==> config.mk <==
export PLATFORM = sky130hd
export DESIGN_NAME = qtrbc_bank
export DESIGN_NICKNAME = d
export VERILOG_FILES = /design/src/hw/qtrbc_pkg.sv /design/src/hw/qtrbc_bank.sv
export VERILOG_INCLUDE_DIRS = /design/src /design/src/hw
export SDC_FILE = /design/constraint.sdc
export NUM_CORES = 1
export LEC_CHECK = 0
export BUFFER_PORTS_ARGS = -buffer_cell sky130_fd_sc_hd__buf_4
export CAP_MARGIN = 0
export CELL_PAD_IN_SITES_DETAIL_PLACEMENT = 0
export CELL_PAD_IN_SITES_GLOBAL_PLACEMENT = 2
export CORE_ASPECT_RATIO = 0.9
export CORE_UTILIZATION = 29
export CTS_BUF_LIST = sky130_fd_sc_hd__clkbuf_4
export CTS_CLUSTER_SIZE = 24
export DETAILED_ROUTE_END_ITERATION = 7
export GPL_ROUTABILITY_DRIVEN = 0
export PLACE_DENSITY = 0.77
export SLEW_MARGIN = 20
export SYNTH_ARGS = -nofsm -noshare
export SYNTH_HDL_FRONTEND = slang
export SYNTH_SLANG_ARGS = --single-unit
export TNS_END_PERCENT = 30
==> constraint.sdc <==
create_clock -name clk_sys -period 2.5 [get_ports clk_sys]
set_clock_uncertainty 0.2 [all_clocks]
set_input_delay 0.375 -clock clk_sys [delete_from_list [all_inputs] [get_ports clk_sys]]
set_output_delay 0.375 -clock clk_sys [all_outputs]
set_load 0.02 [all_outputs]
==> src/hw/qtrbc_cfg.svh <==
// Register offsets, field positions and reset values for the ranging and bias ceiling bank.
// Assumes inclusion by bare name from the bank module.
`ifndef QTRBC_CFG_SVH
`define QTRBC_CFG_SVH

// ==========================================================================
// Register map
`define QTRBC_ADDR_LOS_RANGE 8'hb8
`define QTRBC_ADDR_TRIP_RANGE 8'hb9
`define QTRBC_ADDR_BIAS_CEIL 8'hba

// ==========================================================================
// Reset values and field layout
`define QTRBC_RST_LOS_RANGE 8'h00
`define QTRBC_RST_TRIP_RANGE 8'h00
`define QTRBC_RST_BIAS_CEIL 8'h00
`define QTRBC_FLD_HI_MSB 6
`define QTRBC_FLD_HI_LSB 4
`define QTRBC_FLD_LO_MSB 2
`define QTRBC_FLD_LO_LSB 0
`define QTRBC_RANGE_MASK 8'h77

// ==========================================================================
// Range percentages in hundredths, code 0 to 7
`define QTRBC_PCT_TABLE {14'd10000, 14'd8000, 14'd6667, 14'd5000, \
                         14'd4000, 14'd3333, 14'd2857, 14'd2500}
`define QTRBC_FS_LOS_MV 16'd1250
`define QTRBC_FS_LOOP_MV 16'd2500

`endif

==> src/hw/qtrbc_pkg.sv <==
// Types shared by the ranging and bias ceiling bank.
// Assumes qtrbc_cfg.svh is on the include path.
package qtrbc_pkg;

    typedef logic [2:0] qtrbc_range_t;

    typedef enum logic [1:0] {
        QTRBC_LOOP_IDLE,
        QTRBC_LOOP_STARTUP,
        QTRBC_LOOP_CLOSED
    } qtrbc_loop_t;

endpackage : qtrbc_pkg

==> src/hw/qtrbc_bank.sv <==
// Ranging and bias ceiling register bank with bias clamp and signal loss hysteresis.
// Assumes a byte-wide serial-bus register port already decoded from the two-wire bus,
// a nonvolatile store that loads values after reset, and the analog comparator results.
`timescale 1ns/1ps
`include "qtrbc_cfg.svh"

// Contract
// Bits 6:4 of signal loss range register set high loss threshold range.
// Bits 2:0 set low loss range; codes map 100 to 25 percent of 1.25V.
// Upper field of trip range register sets bias monitor range, same decode.
// Lower field sets power loop range for quick trip and closed-loop monitoring.
// Power loop range defaults 000b, 2.50V full scale, same eight fractions.
// Bias ceiling holds maximum upper eight bits of bias DAC in closed loop.
// During stepping and search, clamp bias at ceiling but raise no alarm.
// After startup, bias above ceiling is clamped and sets the maximum-bias alarm.
// Reads need level two, or level one with table read-write or read permit.
// Writes need level two, or level one with table read-write permit.
// Register contents persist through nonvolatile storage across power cycles.
// Maximum-bias alarm detection is enabled only after the binary search completes.
// Low loss alarm sets below low threshold; held until above high, then high set.
// Reserved bits 7 and 3 of ranging registers read zero, ignore writes.
module qtrbc_bank (
    // Clock and reset
    input wire logic clk_sys,
    input wire logic nrst,
    // Register port
    input wire logic reg_wr,
    input wire logic reg_rd,
    input wire logic [7:0] reg_addr,
    input wire logic [7:0] reg_wdata,
    output logic [7:0] reg_rdata,
    output logic reg_rvalid,
    // Access rights
    input wire logic password_level_one,
    input wire logic password_level_two,
    input wire logic table_rw_permit,
    input wire logic table_read_permit,
    // Nonvolatile store
    input wire logic nv_load,
    input wire logic [7:0] nv_los_range,
    input wire logic [7:0] nv_trip_range,
    input wire logic [7:0] nv_bias_ceiling,
    output logic nv_write,
    output logic [7:0] nv_addr,
    output logic [7:0] nv_wdata,
    // Power loop bias path
    input wire logic loop_startup,
    input wire logic search_done,
    input wire logic bias_req_valid,
    input wire logic [7:0] bias_req,
    output logic [7:0] bias_dac,
    output logic bias_max_alarm,
    // Range selections to the analog trip comparators
    output logic [2:0] signal_loss_high_range,
    output logic [2:0] signal_loss_low_range,
    output logic [2:0] bias_trip_range,
    output logic [2:0] power_loop_range,
    // Signal loss comparator inputs, asynchronous to clk_sys
    input wire logic rx_below_low,
    input wire logic rx_above_high,
    output logic los_low_alarm,
    output logic los_high_alarm
);

    // ======================================================================
    // Reset release
    logic [1:0] rst_sync_q;
    logic rst_n;

    always_ff @(posedge clk_sys or negedge nrst) begin
        if (!nrst) begin
            rst_sync_q <= 2'b00;
        end else begin
            rst_sync_q <= {rst_sync_q[0], 1'b1};
        end
    end
    assign rst_n = rst_sync_q[1];

    // ======================================================================
    // Access decode
    function automatic logic hit(input logic [7:0] a);
        hit = (a == `QTRBC_ADDR_LOS_RANGE) || (a == `QTRBC_ADDR_TRIP_RANGE) ||
              (a == `QTRBC_ADDR_BIAS_CEIL);
    endfunction : hit

    wire rd_ok = password_level_two ||
                 (password_level_one && (table_rw_permit || table_read_permit));
    wire wr_ok = password_level_two || (password_level_one && table_rw_permit);
    wire wr_go = reg_wr && wr_ok && hit(reg_addr);
    wire wr_los = wr_go && (reg_addr == `QTRBC_ADDR_LOS_RANGE);
    wire wr_trip = wr_go && (reg_addr == `QTRBC_ADDR_TRIP_RANGE);
    wire wr_ceil = wr_go && (reg_addr == `QTRBC_ADDR_BIAS_CEIL);
    wire [7:0] wr_val = (reg_addr == `QTRBC_ADDR_BIAS_CEIL) ? reg_wdata
                        : (reg_wdata & `QTRBC_RANGE_MASK);

    // ======================================================================
    // Registers
    logic [7:0] los_threshold_range_q;
    logic [7:0] trip_range_bias_loop_q;
    logic [7:0] bias_dac_ceiling_q;

    // Stored values come back from the nonvolatile store after power-up.
    always_ff @(posedge clk_sys or negedge rst_n) begin
        if (!rst_n) begin
            los_threshold_range_q <= `QTRBC_RST_LOS_RANGE;
            trip_range_bias_loop_q <= `QTRBC_RST_TRIP_RANGE;
            bias_dac_ceiling_q <= `QTRBC_RST_BIAS_CEIL;
        end else if (nv_load) begin
            los_threshold_range_q <= nv_los_range & `QTRBC_RANGE_MASK;
            trip_range_bias_loop_q <= nv_trip_range & `QTRBC_RANGE_MASK;
            bias_dac_ceiling_q <= nv_bias_ceiling;
        end else begin
            if (wr_los) los_threshold_range_q <= wr_val;
            if (wr_trip) trip_range_bias_loop_q <= wr_val;
            if (wr_ceil) bias_dac_ceiling_q <= wr_val;
        end
    end

    // Each accepted write is mirrored to the nonvolatile store.
    always_ff @(posedge clk_sys or negedge rst_n) begin
        if (!rst_n) begin
            nv_write <= 1'b0;
            nv_addr <= 8'h00;
            nv_wdata <= 8'h00;
        end else begin
            nv_write <= wr_go && !nv_load;
            nv_addr <= reg_addr;
            nv_wdata <= wr_val;
        end
    end

    // ======================================================================
    // Read path; refused reads return zero with a valid strobe.
    logic [7:0] rd_mux;
    always_comb begin
        unique case (reg_addr)
            `QTRBC_ADDR_LOS_RANGE: rd_mux = los_threshold_range_q;
            `QTRBC_ADDR_TRIP_RANGE: rd_mux = trip_range_bias_loop_q;
            `QTRBC_ADDR_BIAS_CEIL: rd_mux = bias_dac_ceiling_q;
            default: rd_mux = 8'h00;
        endcase
    end

    always_ff @(posedge clk_sys or negedge rst_n) begin
        if (!rst_n) begin
            reg_rdata <= 8'h00;
            reg_rvalid <= 1'b0;
        end else begin
            reg_rvalid <= reg_rd;
            reg_rdata <= (reg_rd && rd_ok) ? rd_mux : 8'h00;
        end
    end

    // ======================================================================
    // Range outputs
    always_ff @(posedge clk_sys or negedge rst_n) begin
        if (!rst_n) begin
            signal_loss_high_range <= 3'h0;
            signal_loss_low_range <= 3'h0;
            bias_trip_range <= 3'h0;
            power_loop_range <= 3'h0;
        end else begin
            signal_loss_high_range <= los_threshold_range_q[6:4];
            signal_loss_low_range <= los_threshold_range_q[2:0];
            bias_trip_range <= trip_range_bias_loop_q[6:4];
            power_loop_range <= trip_range_bias_loop_q[2:0];
        end
    end

    // ======================================================================
    // Loop phase and bias clamp
    qtrbc_pkg::qtrbc_loop_t phase_q;
    always_ff @(posedge clk_sys or negedge rst_n) begin
        if (!rst_n) begin
            phase_q <= qtrbc_pkg::QTRBC_LOOP_IDLE;
        end else if (loop_startup) begin
            phase_q <= qtrbc_pkg::QTRBC_LOOP_STARTUP;
        end else if (phase_q == qtrbc_pkg::QTRBC_LOOP_STARTUP && search_done) begin
            phase_q <= qtrbc_pkg::QTRBC_LOOP_CLOSED;
        end
    end

    wire over = bias_req > bias_dac_ceiling_q;
    wire alarm_arm = (phase_q == qtrbc_pkg::QTRBC_LOOP_CLOSED);

    // The alarm is sticky until the loop restarts; a new startup clears it unless a closed-loop over-ceiling request sets it in the same cycle.
    always_ff @(posedge clk_sys or negedge rst_n) begin
        if (!rst_n) begin
            bias_dac <= 8'h00;
            bias_max_alarm <= 1'b0;
        end else begin
            if (bias_req_valid) bias_dac <= over ? bias_dac_ceiling_q : bias_req;
            if (bias_req_valid && over && alarm_arm) begin
                bias_max_alarm <= 1'b1;
            end else if (loop_startup) begin
                bias_max_alarm <= 1'b0;
            end
        end
    end

    // ======================================================================
    // Signal loss hysteresis
    logic [2:0] low_sync_q;
    logic [2:0] high_sync_q;
    logic low_st_q;
    logic high_st_q;

    always_ff @(posedge clk_sys or negedge rst_n) begin
        if (!rst_n) begin
            low_sync_q <= 3'b000;
            high_sync_q <= 3'b000;
            low_st_q <= 1'b0;
            high_st_q <= 1'b0;
        end else begin
            low_sync_q <= {low_sync_q[1:0], rx_below_low};
            high_sync_q <= {high_sync_q[1:0], rx_above_high};
            if (low_sync_q[2] == low_sync_q[1]) low_st_q <= low_sync_q[2];
            if (high_sync_q[2] == high_sync_q[1]) high_st_q <= high_sync_q[2];
        end
    end

    always_ff @(posedge clk_sys or negedge rst_n) begin
        if (!rst_n) begin
            los_low_alarm <= 1'b0;
            los_high_alarm <= 1'b0;
        end else if (!los_low_alarm && low_st_q) begin
            los_low_alarm <= 1'b1;
            los_high_alarm <= 1'b0;
        end else if (los_low_alarm && high_st_q) begin
            los_low_alarm <= 1'b0;
            los_high_alarm <= 1'b1;
        end
    end

endmodule : qtrbc_bank

==> results of run 1 <==
## path summary, 6_finish.rpt
path | start | end | slack (ns) | cells past startpoint
max | bias_dac_ceiling_q[5]$_DFFE_PN0P_ | bias_dac[5]$_DFFE_PN0P_ | 0.29 | 7
min | search_done | phase_q[1]$_DFFE_PN0P_ | 0.02 | 3
max reg2reg | bias_dac_ceiling_q[5]$_DFFE_PN0P_ | bias_dac[5]$_DFFE_PN0P_ | 0.29 | 7
min reg2reg | rst_sync_q[1]$_DFF_PN0_ | nv_wdata[4]$_DFF_PN0_ | 0.10 | 0
max in group asynchronous | rst_sync_q[1]$_DFF_PN0_ | reg_rdata[1]$_DFF_PN0_ | 1.35 | 1
min in group asynchronous | rst_sync_q[1]$_DFF_PN0_ | nv_wdata[4]$_DFF_PN0_ | 0.10 | 0
## where the power goes
group / internal (uW) / switching (uW) / leakage, uW
Clock: 214 / 476 / 0.0000642
Sequential: 1490 / 80.4 / 0.00104
Combinational: 290 / 319 / 0.00123
Total: 1990 / 875 / 0.00234
## layer usage
metal | wire length (um) | vias up
met5 | 0 | -
met4 | 103 | 0
met2 | 3856 | 85
met3 | 614 | 9
met1 | 3924 | 1273
li1 | - | 1335
## kinds of logic after synthesis
| family | Yosys count |
|---|---|
| buffers and inverters | 37 |
| AOI/OAI and AO/OA | 79 |
| DFF | 85 |
| and+or+nand+nor | 90 |
| muxes | 8 |
| other | 1 |
| adders and majority gates | 10 |
## state kept, by name, indices dropped and copies added (netlist names), 2 cells and up
signal	flops
los_threshold_range_q	8
high_sync_q	3
reg_rdata	8
low_sync_q	3
phase_q	2
nv_wdata	8
signal_loss_high_range	3
rst_sync_q	2
power_loop_range	3
bias_trip_range	3
nv_addr	8
bias_dac_ceiling_q	8
bias_dac	8
trip_range_bias_loop_q	8
signal_loss_low_range	3
## synthesized netlist by cell type (2+ instances only)
cell type / number / area (um^2)
nand4_1: 2 / 12.51
ha_1: 8 / 100.1
nand3_1: 10 / 50.05
inv_1: 24 / 90.09
nor2_1: 29 / 108.9
a211oi_1: 5 / 37.54
o21ai_0: 13 / 65.06
clkbuf_1: 6 / 22.52
a21o_1: 3 / 22.52
a21oi_2: 3 / 26.28
a21oi_1: 39 / 195.2
and3_1: 9 / 56.30
maj3_1: 2 / 20.02
nor2b_1: 9 / 56.30
buf_2: 5 / 25.02
mux2i_1: 8 / 80.08
dfrtp_1: 85 / 2127
and2_1: 4 / 25.02
o221ai_1: 8 / 70.07
nand2_1: 21 / 78.83
## critical path, cell delays in order (launching register included)
cell and delay, ns:
dfrtp_1 0.38, inv_1 0.07, ha_1 0.31, a211o_1 0.28
a21oi_1 0.23, nand3_1 0.30, nand3_1 0.19, o221ai_1 0.11
## what timing repair did
item / in CTS / in global routing
buffers inserted: 0 / 0
hold buffers: 29 / 1
hold endpoints to repair: 31 / 2
## layout make-up
type | instances | area (um^2) | share of cell area
Sequential cell | 85 | 2131 | 0.4434
Multi-Input combinational cell | 188 | 1145 | 0.2382
Timing Repair Buffer | 139 | 1131 | 0.2354
Tap cell | 156 | 195.2 | 0.04061
Inverter | 24 | 90.09 | 0.01875
Clock buffer | 10 | 75.07 | 0.01562
Clock inverter | 6 | 38.79 | 0.008071
## metrics by stage
step / hold WS, ns / area [um^2] / cells / worst slack [ns]
after global routing: 0.0008962 / 4806 / 608 / 0.08129
after floorplan: -0.1206 / 3426 / 310 / 0.5728
after detailed placement: -0.04197 / 4392 / 562 / 0.2080
after global placement: -0.04238 / 4392 / 562 / 0.2155
final: 0.02388 / 4806 / 608 / 0.2944
after CTS: 0.0009869 / 4796 / 607 / 0.2817
==> results.txt, run 1 <==
Worst-Margin Slew = 0.6247 ns
Die Y = 105.1 um
Die area = 12250 um^2
Final HPWL DP = 6069 um
Post-synthesis instance total = 310
Post_cts resized = 0
GR peak layer = met2
Synth unique cells = 37
Synth Area in Simple Gates = 0.1257
Final slew viol count = 0
Clock net sink count = 85
Adder-Cell Fraction of Synth Area = 0.03507
Most frequent cells in the layout = buf_4 (108), dfrtp_1 (84), a21oi_1 (39)
Fmax = 453.4 MHz
Initial antenna violation count = 0
Fin crit period = 2.206 ns
Syn Std Cell Area = 3425 um^2
Asr flop ratio synth = 1.000
Pwr/cell area = 597.2 nW/um^2
Critical Path RT = 2.60 ns
Clock latency on the worst-skew pair = 0.43 ns
Met1 GRT Util = 0.1880
Post-layout util = 0.4186
Synthesized Nets = 380
H-tree depth = 3
Critical path class = reg -> reg
Clk slew on worst S/H paths = 0.13 ns
RSZ-0062 raised after global routing = no
Leak = 0.002335 uW
Main combinational cell family by area after synthesis = compound AO/OA/AOI/OAI gates
Post-route ant nets = 0
Post-Synth XOR/XNOR Area = 0
Status = finished, final reports clean
Global-route wire length before repair = 13540 um
Mux cell area share after synthesis = 0.02338
Max Fanout on Critical Path = 8
Synth Area in Compound Gates = 0.1491
Final hold violations = 0
Routed WL per cell = 13.98 um
PnR Total Power = 2870 uW
Core footprint = 11480 um^2
GRT met3 Usage = 0.05046
Initial DRC count = 70
EDFF count, synth = 0
CP startpoint kind = flip-flop
Arrival time at the worst endpoint = 2.30 ns
Residual DRC = 0
Synthesized flop and latch total = 85
Port Buf Inserts = 106
Share of layout cells above drive strength 1 = 0.2942
DIE WIDTH = 116.5 um
Initial Util = 0.2983
Pre-Repair DR Iteration Count = 4
Io pins = 111
ANT cells = 0
CTS tree = built
FILL cells = 1166
Max cap viols = 0
Largest net degree at the start of global routing = 51
Synth Area per Inst = 11.05 um^2
Worst IR Drop VDD = 259.3 uV
Global-route met2 utilization = 0.2274
Total CTS buffers = 9
Total Wirelength = 8499 um
CTS Root Buffer Type = clkbuf_4
Clock Path Buffers = 2
Post-synth top flop = dfrtp_1
Hold Path Class = in -> reg
Slew HR = 0.5826
Final setup vio count = 0
Setup TNS = 0 ns
Warnings from Yosys = 0
Vias per cell = 4.444
Number of global-route vias before repair = 2757
Fin nets = 517
Via count = 2702
GRT Util Overall = 0.1453
Overflow after GRT = 0
Rows = 37
Setup crit end kind = flip-flop
Sequential fraction of the synthesis area = 0.6211
Area delta synth->final = 40.34%
Most common cell after layout, fill and taps aside = buf_4
Period utilization = 0.8822
(Power assumes the default switching activity.)
==> inputs of run 2 (changes only) <==
--- a/config.mk
+++ b/config.mk
@@ -6,12 +6,13 @@
 export SDC_FILE = /design/constraint.sdc
 export NUM_CORES = 1
 export LEC_CHECK = 0
+export ABC_AREA = 1
 export BUFFER_PORTS_ARGS = -buffer_cell sky130_fd_sc_hd__buf_4
 export CAP_MARGIN = 0
 export CELL_PAD_IN_SITES_DETAIL_PLACEMENT = 0
 export CELL_PAD_IN_SITES_GLOBAL_PLACEMENT = 2
 export CORE_ASPECT_RATIO = 0.9
-export CORE_UTILIZATION = 29
+export CORE_UTILIZATION = 28
 export CTS_BUF_LIST = sky130_fd_sc_hd__clkbuf_4
 export CTS_CLUSTER_SIZE = 24
 export DETAILED_ROUTE_END_ITERATION = 7
==> run 2 against run 1 <==
Against the previous run: setup slack better by 0.18 ns; flip-flop and latch count unchanged; fmax up 8.8%; largest power group unchanged.
==> results.txt, run 2 <==
Clock latency on the worst-skew pair = 0.44 ns (was 0.43 ns)
Post_cts resized = 0 (unchanged)
Die area = 13340 um^2 (was 12250 um^2)
Critical path class = in -> reg (was reg -> reg)
Clock Path Buffers = 2 (unchanged)
Period utilization = 0.8109 (was 0.8822)
Yosys top cell area share = 0.5897 (was 0.6211)
CP peak stage delay = 0.54 ns (was 0.38 ns)
CP bufs+invs = 3 (was 1)
Clock power share = 0.289 (was 0.241)
Pre-Repair DR Iteration Count = 4 (unchanged)
Multi-input logic area = 1264 um^2 (was 1145 um^2)
Final setup vio count = 0 (unchanged)
CTS Hold Bufs = 23 (was 29)
Post-synth top flop = dfrtp_1 (unchanged)
Post-CTS setup buffer count = 0 (unchanged)
Most common cell in the netlist = nand2_1 (was dfrtp_1)
Via count = 2935 (was 2702)
Fin Hold WS = 0.02992 ns (was 0.02388 ns)
ANT cells = 0 (unchanged)
Combinational share of power = 0.190 (was 0.212)
Number of global-route vias before repair = 2935 (was 2757)
Core footprint = 12310 um^2 (was 11480 um^2)
Sw Pwr = 860.6 uW (was 875.0 uW)
FILL cells = 1257 (was 1166)
Fin nets = 601 (was 517)
Setup TNS = 0 ns (unchanged)
Rows = 38 (was 37)
Status = finished, final reports clean (unchanged)
Hold path start = nv_bias_ceiling[2] (was search_done)
Initial DRC count = 192 (was 70)
Area delta synth->final = 38.61% (was 40.34%)
Share of layout cells above drive strength 1 = 0.2766 (was 0.2942)
Synthesized flop and latch total = 85 (unchanged)
Max cap viols = 0 (unchanged)
Final slew viol count = 0 (unchanged)
GRT Util Overall = 0.1499 (was 0.1453)
Synth top area cells = dfrtp_1 (59%), nand2_1 (16%), nand3_1 (5.7%) (was dfrtp_1 (62%), a21oi_1 (5.7%), nor2_1 (3.2%))
Synth top cells by count = nand2_1 (154), dfrtp_1 (85), inv_1 (43) (was dfrtp_1 (85), a21oi_1 (39), nor2_1 (29))
Most frequent cells in the layout = nand2_1 (154), buf_4 (107), dfrtp_1 (84) (was buf_4 (108), dfrtp_1 (84), a21oi_1 (39))
Leak = 0.002682 uW (was 0.002335 uW)
Worst reg2reg startpoint = bias_dac_ceiling_q[7]$_DFFE_PN0P_ (was bias_dac_ceiling_q[5]$_DFFE_PN0P_)
CTS tree = built (unchanged)
Fmax = 493.3 MHz (was 453.4 MHz)
CP delay by family, top = simple AND/OR/NAND/NOR gates (was compound AO/OA/AOI/OAI gates)
Syn Std Cell Area = 3607 um^2 (was 3425 um^2)
Worst IR Drop VDD = 247.7 uV (was 259.3 uV)
Routed WL per cell = 13.19 um (was 13.98 um)
Register area = 2131 um^2 (unchanged)
Die Y = 109.7 um (was 105.1 um)
Warnings from Yosys = 0 (unchanged)
Reg2reg end = bias_dac[7]$_DFFE_PN0P_ (was bias_dac[5]$_DFFE_PN0P_)
Slew HR = 0.6311 (was 0.5826)
CP startpoint kind = primary input (was flip-flop)
Worst-Margin Slew = 0.5533 ns (was 0.6247 ns)
Flop2flop setup slack = 0.50 ns (was 0.29 ns)
Cell-internal power = 2155 uW (was 1995 uW)
DIE WIDTH = 121.6 um (was 116.5 um)
Total Wirelength = 9165 um (was 8499 um)
Asr flop ratio synth = 1.000 (unchanged)
Pwr/cell area = 603.2 nW/um^2 (was 597.2 nW/um^2)
Overflow after GRT = 0 (unchanged)
H-tree depth = 3 (unchanged)
Inst Count DP = 656 (was 562)
Most Frequent Cell on Critical Path = nand2_1 (was nand3_1)
Final Non-Filler Cells = 695 (was 608)
Initial Util = 0.2929 (was 0.2983)
Sw frac = 0.2854 (was 0.3049)
Initial antenna violation count = 0 (unchanged)
Post-synth top area cell = dfrtp_1 (unchanged)
Part of the power in registers = 0.520 (was 0.547)
Setup crit end kind = flip-flop (unchanged)
Sequential fraction of the synthesis area = 0.5897 (was 0.6211)
Final hold violations = 0 (unchanged)
Vias per cell = 4.223 (was 4.444)
Io pins = 111 (unchanged)
Total CTS buffers = 9 (unchanged)
Post-synthesis instance total = 394 (was 310)
Hold path cells = 5 (was 3)
Clock net sink count = 85 (unchanged)
Worst Reg-to-Reg Cells = 9 (was 7)
Final HPWL DP = 6916 um (was 6069 um)
Cell Chain, Critical Path = dlygate4sd3_1 > buf_4 > inv_1 > nand3_2 > nor3_4 > nand3_4 > nand2_4 > nand2_1 > nand2_1 (was inv_1 > ha_1 > a211o_1 > a21oi_1 > nand3_1 > nand3_1 > o221ai_1)
Clk slew on worst S/H paths = 0.12 ns (was 0.13 ns)
RSZ-0062 raised after global routing = no (unchanged)
EDFF count, synth = 0 (unchanged)
Max Fanout on Critical Path = 9 (was 8)
Post-route ant nets = 0 (unchanged)
Residual DRC = 0 (unchanged)
Synthesized Nets = 464 (was 380)
Synth unique cells = 30 (was 37)
Most common cell after layout, fill and taps aside = nand2_1 (was buf_4)
Synth Area per Inst = 9.155 um^2 (was 11.05 um^2)
Port Buf Inserts = 106 (unchanged)
Worst path slowest cell = dlygate4sd3_1 (was dfrtp_1)
Fin crit period = 2.027 ns (was 2.206 ns)
CTS Root Buffer Type = clkbuf_4 (unchanged)
Hold endpoint = bias_dac_ceiling_q[2]$_DFFE_PN0P_ (was phase_q[1]$_DFFE_PN0P_)
Arrival time at the worst endpoint = 2.20 ns (was 2.30 ns)
Largest net degree at the start of global routing = 43 (was 51)
Critical Path RT = 2.68 ns (was 2.60 ns)
Hold Path Class = in -> reg (unchanged)
Global-route wire length before repair = 14950 um (was 13540 um)
==> run 2: changes by cell type in the layout (fill, tap and decap cells not counted), sizes merged, moves of 8 or more <==
cell    previous run  this run
a21oi             42         4
and3               9         0
inv               25        48
mux2i              8         0
nand2             22       161
nand3             10        46
nor2              29        14
nor2b              9         0
o21ai             13         1
o221ai             8         0
==> run 2: metrics by stage <==
step / area, um^2 / utilization / power (uW) / worst slack (ns)
after floorplan: 3608 / - / 1875 / 0.7877
after global placement: 4607 / 0.3741 / 2142 / 0.4750
after detailed placement: 4607 / 0.3741 / 2153 / 0.4497
after CTS: 4990 / 0.4052 / 3073 / 0.4736
after global routing: 5000 / 0.4060 / 3196 / 0.2410
final: 5000 / 0.4060 / 3016 / 0.4727
==> run 2: layout make-up <==
type / instances / area share
multi-input combinational: 253 / 0.2528
inverter: 50 / 0.03779
tap: 160 / 0.04004
timing repair buffer: 132 / 0.2127
sequential: 85 / 0.4262
clock inverter: 5 / 0.01552
clock buffer: 10 / 0.01502
==> run 2: worst max-delay path by stage <==
stage	startpoint	endpoint	slack (ns)	cells after the start
after global routing	bias_dac_ceiling_q[7]$_DFFE_PN0P_	bias_dac[1]$_DFFE_PN0P_	0.24	9
after detailed placement	bias_req[7]	bias_dac[1]$_DFFE_PN0P_	0.45	9
after global placement	bias_req[7]	bias_dac[6]$_DFFE_PN0P_	0.48	9
after CTS	bias_dac_ceiling_q[7]$_DFFE_PN0P_	bias_dac[1]$_DFFE_PN0P_	0.47	9
final	reg_addr[2]	los_threshold_range_q[0]$_DFFE_PN0P_	0.47	9
after floorplan	bias_dac_ceiling_q[7]$_DFFE_PN0P_	bias_dac[0]$_DFFE_PN0P_	0.79	9
==> run 2: routing by layer <==
metal | GRT usage | vias to the layer above | part of all wire
li1 | - | 1501 | -
met1 | 0.2061 | 1344 | 0.50
met2 | 0.2252 | 80 | 0.43
met3 | 0.04512 | 10 | 0.060
met4 | 0.04762 | 0 | 0.012
met5 | 0 | - | 0
==> run 2: kinds of logic after synthesis <==
family,share of synthesized area
AND/OR/NAND/NOR,0.2889
flip-flops,0.5897
other,0.001040
AO/OA/AOI/OAI,0.02706
buffers and inverters,0.06000
adder cells (fa/ha/maj),0.03330
==> run 2: power groups by stage <==
stage	registers [uW]	logic [uW]	clock network, uW
detailed placement	1600	553	0
floorplan	1670	202	0
finish	1570	574	872
global route	1590	644	965
CTS	1570	584	917
global placement	1590	548	0
==> run 2: worst min-delay path, delay by kind of cell <==
| family | cells | cell delay (ns) |
|---|---|---|
| AND/OR/NAND/NOR | 4 | 0.19 |
| buffers and inverters | 1 | 0.07 |
